**config.mk**
```make
export PLATFORM = sky130hd
export DESIGN_NAME = sr4_shift_register
export DESIGN_NICKNAME = d
export VERILOG_FILES = /design/src/rtl/sr4_pkg.sv /design/src/rtl/sr4_shift_register.sv /design/src/rtl/sr4_fifo.sv
export SDC_FILE = /design/constraint.sdc
export NUM_CORES = 1
export LEC_CHECK = 0
export ABC_AREA = 1
export BUFFER_PORTS_ARGS = -buffer_cell sky130_fd_sc_hd__buf_2
export CAP_MARGIN = 20
export CORE_ASPECT_RATIO = 1.2
export CORE_MARGIN = 3
export CORE_UTILIZATION = 30
export DETAILED_ROUTE_END_ITERATION = 10
export PLACE_DENSITY = 0.52
export SETUP_SLACK_MARGIN = 0.2
export SYNTH_ARGS = -nofsm -noshare
export SYNTH_HDL_FRONTEND = slang
export SYNTH_SLANG_ARGS = --single-unit
```
**constraint.sdc**
```tcl
create_clock -name clk -period 2 [get_ports clk]
set_input_delay 0.2 -clock clk [delete_from_list [all_inputs] [get_ports clk]]
set_output_delay 0.2 -clock clk [all_outputs]
set_load 0.1 [all_outputs]
```
**src/rtl/sr4_pkg.sv**
```systemverilog
// Constants and carrier types for the 4-bit three-state shift register
package sr4_pkg;
  localparam int unsigned STAGES = 4;
  localparam int unsigned FIFO_DEPTH = 8;
  localparam logic [3:0] STAGE_RESET = 4'h0;
  localparam logic OE_N_RESET = 1'h1;
  localparam logic CLOCK_PIN_RESET = 1'h0;
  localparam int unsigned OP_WIDTH = 6;

  // One captured clock-pin falling edge with its sampled inputs
  typedef struct packed {
    logic load;
    logic serial;
    logic [3:0] parallel;
  } sr4_op_type;
endpackage : sr4_pkg

```
**src/rtl/sr4_shift_register.sv**
```systemverilog
// 4-bit load/shift register with three-state bus outputs and serial output
// Summary of operation
// Load select high: falling clock edge loads the four parallel inputs.
// Load select low: falling edge shifts serial input into stage 0 upward.
// Driver keeps select and data stable before the falling clock edge.
// Clear low zeroes all stages at once, overriding clock and inputs.
// Output enable controls all four bus outputs, never the register.
// Enable low: bus outputs drive the stage values.
// Enable high: bus outputs are released to high impedance.
// Serial output always shows stage 3, never released.
// Chained registers join serial output to next serial input.
// Every falling edge outside clear performs either load or shift.
`timescale 1ns/1ps
module sr4_shift_register #(
  parameter int unsigned EDGE_DEPTH = sr4_pkg::FIFO_DEPTH
) (
  input wire logic clk,
  input wire logic sys_rst,
  input wire logic shift_clock_n,
  input wire logic load_select,
  input wire logic serial_in,
  input wire logic [3:0] parallel_in,
  input wire logic clear_n,
  input wire logic output_enable_n,
  output logic [3:0] bus_out,
  output logic [3:0] bus_out_oe_n,
  output logic serial_out,
  output logic edge_ready_q
);
  // The clock pin is sampled on clk, so a falling pin edge is seen one
  // sample late and then queued; the queue is drained one entry per clk,
  // which keeps every register update two clk cycles behind its edge.
  localparam int unsigned OP_BITS = $bits(sr4_pkg::sr4_op_type);

  // Refuse settings that the queue and the stage logic cannot serve
  if (EDGE_DEPTH < 2 || (EDGE_DEPTH & (EDGE_DEPTH - 1)) != 0)
  begin : g_depth_check
    $error("sr4_shift_register: EDGE_DEPTH must be a power of two >= 2");
  end
  if (OP_BITS != sr4_pkg::OP_WIDTH)
  begin : g_op_check
    $error("sr4_shift_register: queue entry width must match the edge");
  end
  if (sr4_pkg::STAGES != 4)
  begin : g_stage_check
    $error("sr4_shift_register: the stage logic serves four stages");
  end
  // A tracker armed by reset would turn a low pin into a false edge
  if (sr4_pkg::CLOCK_PIN_RESET != 1'h0)
  begin : g_pin_check
    $error("sr4_shift_register: the pin tracker must reset disarmed");
  end
  // The bus drivers stay released while the block is in reset
  if (sr4_pkg::OE_N_RESET != 1'h1)
  begin : g_oe_check
    $error("sr4_shift_register: the bus must be released in reset");
  end

  // Level last seen on the clock pin; high arms the edge detector
  typedef enum logic {
    SR4_PIN_LOW = 1'h0,
    SR4_PIN_HIGH = 1'h1
  } sr4_pin_state_type;

  // Edge detector, queue, stages, driver enable and queue room
  sr4_pin_state_type pin_q, pin_d;
  logic fall;
  sr4_pkg::sr4_op_type edge_op, head_op;
  logic fifo_in_ready;
  logic head_valid;
  logic head_ready;
  logic [3:0] stage_q, stage_d;
  logic [3:0] oe_n_q, oe_n_d;
  logic ready_d;

  // Stage word after one captured edge: parallel load or shift toward stage 3
  function automatic logic [3:0] sr4_next_stages(
    input logic [3:0] cur,
    input sr4_pkg::sr4_op_type op
  );
    logic [3:0] nxt;
    nxt = cur;
    if (op.load)
      nxt = op.parallel;
    else
      nxt = {cur[2:0], op.serial}; // see R2
    return nxt;
  endfunction : sr4_next_stages

  // Packs the inputs as they stand at the sampled edge
  function automatic sr4_pkg::sr4_op_type sr4_capture(
    input logic ld,
    input logic si,
    input logic [3:0] pd
  );
    sr4_pkg::sr4_op_type op;
    op.load = ld;
    op.serial = si;
    op.parallel = pd;
    return op;
  endfunction : sr4_capture

  // One enable level copied to all four bus drivers
  function automatic logic [3:0] sr4_oe_word(
    input logic oe_n
  );
    return {4{oe_n}};
  endfunction : sr4_oe_word

  // Falling edge of the clock pin; ignored while clear is held
  always_comb
  begin
    pin_d = pin_q;
    fall = 1'h0;
    unique case (pin_q)
      SR4_PIN_LOW:
      begin
        if (shift_clock_n)
          pin_d = SR4_PIN_HIGH;
      end
      SR4_PIN_HIGH:
      begin
        if (!shift_clock_n)
        begin
          pin_d = SR4_PIN_LOW;
          fall = clear_n;
        end
      end
    endcase
  end

  // Tracker resets disarmed so a low pin after reset is not an edge
  always_ff @(posedge clk)
  begin
    if (sys_rst)
      pin_q <= sr4_pin_state_type'(sr4_pkg::CLOCK_PIN_RESET);
    else
      pin_q <= pin_d;
  end

  // Select and data as they stand when the pin is sampled
  always_comb
  begin
    edge_op = sr4_capture(load_select, serial_in, parallel_in);
  end

  // Edges wait here so that a register update never blocks the detector;
  // with one entry drained per clk the queue never fills in normal use.
  sr4_fifo #(
    .WIDTH(sr4_pkg::OP_WIDTH),
    .DEPTH(EDGE_DEPTH)
  ) u_fifo (
    .clk(clk),
    .sys_rst(sys_rst),
    .in_valid(fall),
    .in_ready(fifo_in_ready),
    .in_data(edge_op),
    .out_valid(head_valid),
    .out_ready(head_ready),
    .out_data(head_op)
  );

  // Pending edges are discarded while clear is held; applying them later
  // would bring back work that the clear cancelled.
  assign head_ready = 1'h1;

  // Clear wins, then one queued edge is applied per clk
  always_comb
  begin
    stage_d = stage_q;
    if (!clear_n)
      stage_d = sr4_pkg::STAGE_RESET;
    else if (head_valid)
      stage_d = sr4_next_stages(stage_q, head_op);
  end

  // Clear acts without the clock and wins over everything
  always_ff @(posedge clk or negedge clear_n)
  begin
    if (!clear_n)
      stage_q <= sr4_pkg::STAGE_RESET;
    else if (sys_rst)
      stage_q <= sr4_pkg::STAGE_RESET;
    else
      stage_q <= stage_d;
  end

  // Enable only gates the drivers, never the stages
  always_comb
  begin
    oe_n_d = sr4_oe_word(output_enable_n);
  end

  // Bus drivers follow the enable one clk later
  always_ff @(posedge clk)
  begin
    if (sys_rst)
      oe_n_q <= sr4_oe_word(sr4_pkg::OE_N_RESET);
    else
      oe_n_q <= oe_n_d;
  end

  // Room in the queue for one more edge; low means a new edge is lost
  always_comb
  begin
    ready_d = fifo_in_ready;
  end

  always_ff @(posedge clk)
  begin
    if (sys_rst)
      edge_ready_q <= 1'h0;
    else
      edge_ready_q <= ready_d;
  end

  // Outputs come straight from the registers above
  assign bus_out = stage_q;
  assign bus_out_oe_n = oe_n_q; // see R6
  assign serial_out = stage_q[3];
endmodule : sr4_shift_register

```
**src/rtl/sr4_fifo.sv**
```systemverilog
// Parameterised FIFO with valid/ready on both sides
`timescale 1ns/1ps
module sr4_fifo #(
  parameter int unsigned WIDTH = 6,
  parameter int unsigned DEPTH = 8
) (
  input wire logic clk,
  input wire logic sys_rst,
  input wire logic in_valid,
  output logic in_ready,
  input wire logic [WIDTH-1:0] in_data,
  output logic out_valid,
  input wire logic out_ready,
  output logic [WIDTH-1:0] out_data
);
  localparam int unsigned AW = (DEPTH > 1) ? $clog2(DEPTH) : 1;

  // Refuse sizes that the pointer arithmetic cannot serve
  if (DEPTH < 2 || (DEPTH & (DEPTH - 1)) != 0)
  begin : g_depth_check
    $error("sr4_fifo: DEPTH must be a power of two of at least 2");
  end
  if (WIDTH < 1)
  begin : g_width_check
    $error("sr4_fifo: WIDTH must be at least 1");
  end

  logic [WIDTH-1:0] mem_q [DEPTH];
  logic [AW-1:0] wr_q, wr_d, rd_q, rd_d;
  logic [AW:0] cnt_q, cnt_d;
  logic full_q, full_d, empty_q, empty_d;
  logic push, pop;

  always_comb
  begin
    push = in_valid && !full_q;
    pop = out_ready && !empty_q;
    wr_d = push ? wr_q + AW'(1) : wr_q;
    rd_d = pop ? rd_q + AW'(1) : rd_q;
    cnt_d = cnt_q;
    if (push && !pop)
      cnt_d = cnt_q + (AW+1)'(1);
    else if (pop && !push)
      cnt_d = cnt_q - (AW+1)'(1);
    full_d = (cnt_d == (AW+1)'(DEPTH));
    empty_d = (cnt_d == '0);
  end

  always_ff @(posedge clk)
  begin
    if (sys_rst)
    begin
      wr_q <= '0;
      rd_q <= '0;
      cnt_q <= '0;
      full_q <= 1'h0;
      empty_q <= 1'h1;
    end
    else
    begin
      wr_q <= wr_d;
      rd_q <= rd_d;
      cnt_q <= cnt_d;
      full_q <= full_d;
      empty_q <= empty_d;
    end
    if (push)
      mem_q[wr_q] <= in_data;
  end

  assign in_ready = !full_q;
  assign out_valid = !empty_q;
  assign out_data = mem_q[rd_q];
endmodule : sr4_fifo

```
After elaboration in Yosys (flattened, before gate mapping)
Memory sizes are Yosys's and may differ from the RTL's. A register that Yosys moved wholly into a read port is not among the register bits.
Index checks and enable logic that the tools add are counted.

storage, ports and cells
  register bits after elaboration = 19
  word-level logic and storage cells = 36
  output and inout port bits = 10
  memories = 1
  memory bits (writable) = 48
  input bits = 11

memories
  memory        depth  width  read ports  clocked after Yosys merged registers in  write ports  RTL line        text
  u_fifo.mem_q  8      6      1           1                                        1            sr4_fifo.sv:28  logic [WIDTH-1:0] mem_q [DEPTH];

operators by class
  equality and inequality tests = 2
  muxes and demuxes = 13
  add/sub/neg operators = 4
  reduce and logical (&&, ||, !) cells = 7

operators with widths
  kind                 number
  $mux 4               6
  $add 3x1->3 const B  2
  $mux 3               2
  $mux 1               5
  $add 4x1->4 const B  1
  $eq 4x4->1 const B   1
  $logic_not 4->1      1
  $sub 4x1->4 const B  1
  $logic_and 1x1->1    3
  $logic_not 1->1      3
  $ne 3x3->1 const B   1

Logic depth before layout (Yosys ltp)
Gate-level depths: netlist (run 1).

  word-level depth = 8
  depth in mapped cells = 13
  gate-level depth less buffers = 11

Cells and area by module
A second synthesis (run 1) with hierarchy kept.

unflattened totals
  cells, all modules = 281
  area, all modules = 2985.4 um^2

modules (own cells, without submodules)
  module              seq. area each (um^2)  cells an instance  area an instance (um^2)  times used
  sr4_fifo            1741.7                 233                2627.5                   1
  sr4_shift_register  160.2                  48                 357.8                    1

Worst setup path after synthesis (run 1)
No wires, ideal clock.

  kind = reg2out
  from = register, netlist name bus_out_oe_n[0]
  to = output port bus_out_oe_n[1]
  arrival = 1392 ps
  path slack = 408 ps
  required time = 1800 ps
  cell stages (with the launch flop) = 2
  path buffers = 1
  cell sequence = dfxtp_1 -> buf_4

RTL lines
  what              RTL line                  text
  end: declaration  sr4_shift_register.sv:26  output logic [3:0] bus_out_oe_n,

No word-level cell between the ends.

Final worst setup path (run 1)
  from = register u_fifo.full_q
  to = memory u_fifo.mem_q[7][5], enable pin

between the ends
  longest elaborated chain between the ends = 4

RTL lines
  what                          RTL line        text
  start: declaration            sr4_fifo.sv:31  logic full_q, full_d, empty_q, empty_d;
  start signal: assignment      sr4_fifo.sv:64  full_q <= full_d;
  $logic_not 1->1               sr4_fifo.sv:36  push = in_valid && !full_q;
  $logic_and 1x1->1             sr4_fifo.sv:36
  $mux 1                        sr4_fifo.sv:67  if (push)
  $mux 1 (implied by the code)  sr4_fifo.sv:68  mem_q[wr_q] <= in_data;
  end: declaration              sr4_fifo.sv:28

Every way passes these cells.

==> run_results.csv, run 1 <==
group,metric,value,unit
run_status,run_status,"finished clean",
worst_setup_path,worst_setup_path_start_kind,"register",
routing,drc_errors,0,
cts,tritoncts,"built",
pwr,power_density,1150,nW/um2
sta,rsz0062_at_grt,"false",
floorplan,start_util,31.5,%
routing,drt-vias-per-instance,4.42,
routing,drt_iter0_drc,98,
cells_and_area,drive_gt1_share,15.7,%
cts,clkTransAtPathRegs,0.05,ns
cells_and_area,regArea,1900,um2
floorplan,dieArea,11400,um2
cells_and_area,fill_cells,970,
synthesis,netlist.area_leader.share,47.2,%
pwr,power_frac_seq,41.5,%
worst_setup_path,crit_top_cell,"nor2_1",
sta,period_share,78.4,%
synthesis,synth-simple-area-share,23.7,%
cts,clkSinkCount,70,
routing,vias,2122,
global_route,grt_first_pass_wirelength,10.1,mm
sta,slew_violations,0,
synthesis,avgSynthCellArea,9.49,um2
placement,place_area,3310,um2
pwr,clockPowerShare,33.9,%
worst_setup_path,path_max_fanout,6,
cells_and_area,multiInputGateArea,956,um2
global_route,antenna_found_initial,0,
cts,clock_tree.buffer_depth,2,
worst_setup_path,r2r-end,"u_fifo.mem_q[7][5]$_DFFE_PP_",
routing,dr.pass1.iters,4,
sta,clock.fmax,637,MHz
global_route,first_global_vias,2062,
pwr,p_int,2.81,mW
cts,cts_made_buffers,9,
worst_setup_path,criticalPathCategory,"reg -> reg",
synthesis,syn_inst,322,
sta,fin_crit,1.57,ns
job,maxCapViolations,0,
cells_and_area,fin_nets,367,
cells_and_area,diodes,0,
synthesis,synth.distinct_cells,29,
synthesis,synth_area_leaders,"edfxtp_1, nand2_1, dfxtp_1, nor2_1, dfrtp_1",
worst_hold_path,min-delay-start,"output_enable_n",
worst_setup_path,cp_slowest_stage_delay,0.42,ns
pwr,p_sw,1.32,mW
floorplan,ios,21,
worst_setup_path,r2r_start,"u_fifo.full_q$_SDFF_PP0_",
cells_and_area,final_cell_mix,"nand2_1, edfxtp_1, nor2_1",
cells_and_area,area.growth.synth_to_final,17.4,%
routing,routedWlPerCell,13.1,um
sta,hold_viol,0,
cts,clk_latency,0.33,ns
synthesis,yosys_register_bits,70,
cts,htree_num_levels,3,
worst_setup_path,path_cells,"nor2_2 > nand2_1 > nor2_1 > inv_1 > nor2_1",
placement,hpwlAfterDp,4.40,mm
pwr,p_sw_share,31.9,%
synthesis,netlist.top_cell.by_area,"edfxtp_1",
pwr,p_leak,1.53,nW
cts,cts-root-buf,"clkbuf_16",
worst_hold_path,hp-class,"in -> reg",
cts,ctsResizeCount,0,
worst_setup_path,slowest_stage,"nor2_1",
routing,routed_wl,6.29,mm
global_route,overflow,0,
placement,port_buffers,20,
sta,tightest_slew,0.530,ns
pwr,finalPower,4.12,mW
sta,fin_setup_tns,0,ns
worst_hold_path,whs_endpoint,"bus_out_oe_n[0]$_SDFF_PP1_",
floorplan,dieWidth,98.1,um
pwr,irDropWorstVdd,0.000423,V
synthesis,syn_area,3060,um2
pwr,combinationalPowerShare,24.5,%
worst_setup_path,arrival,1.53,ns
sta,maxSlewHeadroom,64.5,%
synthesis,syn-num-nets,337,
floorplan,core_area,9710,um2
sta,fin_skew,0.00410,ns
synthesis,yosysSeqAreaShare,62.2,%
worst_setup_path,r2r_slack,0.43,ns
cells_and_area,mostFrequentLayoutCell,"nand2_1",
global_route,track_usage,12.0,%
floorplan,rows,39,
global_route,grt_max_degree,25,
synthesis,synthAdderAreaFrac,1.64,%
floorplan,die_h,117,um
sta,finalSetupViolations,0,
synthesis,yosys_warnings,0,
cells_and_area,fin_area,3590,um2
synthesis,synth_xor_area_share,0,%
synthesis,synth_compound_area_share,5.89,%
worst_setup_path,end_kind,"register",
worst_setup_path,r2r_cells,5,
sta,worst_hold_slack,0.0527,ns
worst_hold_path,min_path_cells,2,
synthesis,synthMuxAreaShare,0,%
synthesis,synth_top_family_by_area,"simple AND/OR/NAND/NOR gates",
placement,gp_congestion,0.774,
worst_setup_path,crit_required,1.96,ns
routing,drtAntennaViolNets,0,
-- cell type report --
type                            count  share of cell area [%]
Clock buffer                       14                    7.08
Clock inverter                      2                   0.244
Inverter                           28                    3.00
Multi-Input combinational cell    211                    26.6
Sequential cell                    70                    53.0
Tap cell                          123                    4.29
Timing Repair Buffer               32                    5.72
-- worst max-delay path, delay by kind of cell (launching register included) --
kind,cells,cell delay (ns)
flip-flops,1,0.31
AND/OR/NAND/NOR,4,0.81
buffers and inverters,1,0.08
-- Yosys cell counts (all sizes together) --
cell type,count
a21oi,9
and3,1
buf,12
clkbuf,1
dfrtp,4
dfxtp,18
edfxtp,48
ha,4
inv,28
nand2,105
nand3,16
nand4,1
nor2,45
nor3,5
o211ai,1
o21ai,21
o21bai,1
or2,2
-- timing repair --
action / in CTS / in global routing
hold buffers: 1 / 0
setup buffers: 0 / 0
hold endpoints to repair: 4 / 0
endpoints found under the setup margin: 0 / 0
-- per-stage QoR --
stage          utilization, %  cells  worst slack (ns)
2_1_floorplan               -    322             0.408
3_3_place_gp             34.1    463             0.363
3_5_place_dp             34.1    463             0.349
4_1_cts                  36.9    480             0.396
5_1_grt                  36.9    480             0.301
6_report                 36.9    480             0.431
-- routing by layer --
| metal | wire (um) | share of wire [%] | track usage (%) | up-vias |
|---|---|---|---|---|
| met3 | 171 | 2.7 | 3.94 | 9 |
| met2 | 3310 | 53 | 21.3 | 21 |
| met4 | 116 | 1.8 | 6.01 | 0 |
| met5 | 0 | 0 | 0 | - |
| met1 | 2690 | 43 | 12.8 | 985 |
| li1 | - | - | - | 1107 |
-- worst max path at each step --
stage,from,to,slack (ns),cells after the start
global placement,clear_n,u_fifo.mem_q[7][0]$_DFFE_PP_,0.36,7
detailed placement,clear_n,u_fifo.mem_q[7][5]$_DFFE_PP_,0.35,7
floorplan,bus_out_oe_n[0]$_SDFF_PP1_,bus_out_oe_n[1],0.41,1
CTS,u_fifo.full_q$_SDFF_PP0_,u_fifo.mem_q[7][5]$_DFFE_PP_,0.40,5
global route,u_fifo.full_q$_SDFF_PP0_,u_fifo.mem_q[5][1]$_DFFE_PP_,0.30,6
finish,u_fifo.full_q$_SDFF_PP0_,u_fifo.mem_q[7][5]$_DFFE_PP_,0.43,5
-- cells by family after synthesis --
group / Yosys count
buffers and inverters: 41
adder cells (fa/ha/maj): 4
AO/OA/AOI/OAI: 32
AND/OR/NAND/NOR: 175
flip-flops: 70
-- power groups by stage --
stage | Sequential (mW) | Combinational, mW | Clock (mW)
detailed placement | 1.74 | 1.03 | 0
CTS | 1.71 | 1.03 | 1.44
floorplan | 1.81 | 0.722 | 0
finish | 1.71 | 1.01 | 1.40
global placement | 1.74 | 1.02 | 0
global route | 1.72 | 1.17 | 1.50
-- flip-flops by register name, summed over array words and instances, names as in the netlist, named ones only --
register / cells
u_fifo.empty_q: 1
bus_out: 4
u_fifo.cnt_q: 4
bus_out_oe_n: 1
u_fifo.rd_q: 3
pin_q: 1
u_fifo.wr_q: 3
edge_ready_q: 1
u_fifo.full_q: 1
u_fifo.mem_q: 48
Power figures use the tool's default switching activity.
==> run 2: changes to the inputs <==
PLACE_DENSITY = 0.54   (was 0.52)
clock period = 1.33 ns   (was 2 ns; I/O delays follow)
==> run_results.csv, run 2 (same netlist as run 1, synthesis figures left out) <==
group,metric,value,unit
pwr,p_leak,1.75,nW
cts,clock_tree.buffer_depth,2,
cts,clkTransAtPathRegs,0.05,ns
sta,tightest_slew,0.498,ns
pwr,irDropWorstVdd,0.00112,V
routing,drc_errors,0,
global_route,grt_first_pass_wirelength,10.9,mm
run_status,run_status,"finished with violations",
global_route,first_global_vias,2186,
worst_setup_path,arrival,1.39,ns
cts,clk_latency,0.33,ns
placement,port_buffers,20,
floorplan,dieArea,11400,um2
sta,finalSetupViolations,7,
routing,routedWlPerCell,14.1,um
cells_and_area,drive_gt1_share,39.0,%
cells_and_area,mostFrequentLayoutCell,"nand2_1",
run_status,failed_checks,"negative setup slack",
cells_and_area,regMostFlops,"u_fifo.mem_q",
cells_and_area,final_cell_mix,"nand2_1, edfxtp_1, nor2_1",
floorplan,start_util,31.5,%
sta,maxSlewHeadroom,66.5,%
sta,worst_slack,-0.0188,ns
global_route,antenna_found_initial,0,
worst_setup_path,crit_required,1.37,ns
sta,clock.fmax,741,MHz
routing,dr.pass1.iters,4,
job,maxCapViolations,0,
floorplan,core_area,9710,um2
cells_and_area,fin_nets,386,
sta,hold_viol,0,
sta,fin_skew,0.00621,ns
cts,tritoncts,"built",
cts,cts-root-buf,"clkbuf_16",
global_route,overflow,0,
sta,rsz0062_at_grt,"true",
worst_hold_path,hp-class,"in -> reg",
global_route,grt_max_degree,24,
routing,drtAntennaViolNets,0,
cts,cts_made_buffers,9,
placement,dpl.cell_count,467,
sta,worst_hold_slack,0.0438,ns
routing,drt-vias-per-instance,4.62,
cells_and_area,diodes,0,
floorplan,die_h,117,um
sta,fin_crit,1.35,ns
floorplan,ios,21,
global_route,track_usage,12.4,%
cells_and_area,largest_reg_flops,48,
pwr,power_density,1700,nW/um2
routing,vias,2298,
floorplan,rows,39,
sta,fin_setup_tns,-0.123,ns
sta,period_share,101,%
sta,slew_violations,0,
routing,routed_wl,6.98,mm
cells_and_area,area.growth.synth_to_final,40.4,%
cells_and_area,stdcell_count,497,
placement,hpwlAfterDp,4.61,mm
routing,drt_iter0_drc,85,
worst_setup_path,end_kind,"register",
placement,gp_congestion,0.796,
cts,htree_num_levels,3,
worst_setup_path,worst_setup_path_start_kind,"register",
cts,clkSinkCount,70,
worst_setup_path,path_max_fanout,6,
worst_setup_path,criticalPathCategory,"reg -> reg",
floorplan,dieWidth,98.1,um
run 2: changes by cell type in the layout (fill, tap and decap cells not counted), sizes merged:
cell	delta
buf	+15
dlygate4sd3	+1
bufinv	+2
clkbuf	-3
clkinv	+1
clkinvlp	+1
run 2: timing repair:
action / 4_1_cts / 5_1_grt
pin swaps: 21 / 22
cloned: 0 / 3
buffers inserted: 6 / 5
endpoints found under the setup margin: 66 / 61
hold buffers: 2 / 0
hold endpoints to repair: 5 / 0
gates resized for setup: 54 / 51
run 2: per-layer routing:
metal | wire length [um] | GRT usage [%]
met1 | 2850 | 14.6
met5 | 0 | 0
met4 | 269 | 7.19
met2 | 3600 | 20.8
met3 | 269 | 3.05
run 2: area by class of cell:
class	instances	area [um2]
clock buffer	9	225
sequential	70	1930
tap	123	154
fill	903	5420
multi-input combinational	211	1240
inverter	28	128
timing repair inverter	1	8.76
clock inverter	5	76.3
timing repair buffer	50	532
run 2: per-stage QoR:
stage	setup WS, ns	cell area (um2)	power [mW]	utilization [%]
after global routing	-0.116	4290	7.69	44.2
after floorplan	0.0605	3160	3.86	-
after detailed placement	-0.112	3490	4.26	35.9
after global placement	-0.0890	3490	4.24	35.9
final	-0.0188	4290	7.28	44.2
after CTS	-0.0217	4030	6.88	41.5
run 2: path summary, 6_finish.rpt:
path	start	slack (ns)	end	cells after the start
min in group asynchronous	clear_n	0.29	bus_out[3]$_DFFE_PN0P_	3
worst min-delay path	shift_clock_n	0.04	pin_q$_SDFF_PP0_	3
worst max-delay path	u_fifo.full_q$_SDFF_PP0_	-0.02	u_fifo.mem_q[4][4]$_DFFE_PP_	6
worst max register to register	u_fifo.full_q$_SDFF_PP0_	-0.02	u_fifo.mem_q[4][4]$_DFFE_PP_	6
worst min register to register	u_fifo.full_q$_SDFF_PP0_	0.43	edge_ready_q$_SDFF_PP0_	1
max in group asynchronous	clear_n	0.85	bus_out[3]$_DFFE_PN0P_	3
run 2: worst max-delay path, cell delays in order, from the launching register on:
cell and delay (ns):
dfxtp_2 0.33, nor2_4 0.12, nand2_4 0.10, inv_4 0.09
nand2_8 0.08, nor3_4 0.21, buf_12 0.14
run 2: where the power goes:
part	internal (mW)	leakage [nW]	switching, mW	total, mW
sequential	2.48	0.631	0.180	2.66
clock	1.61	0.145	0.826	2.43
combinational	0.868	0.969	1.32	2.19
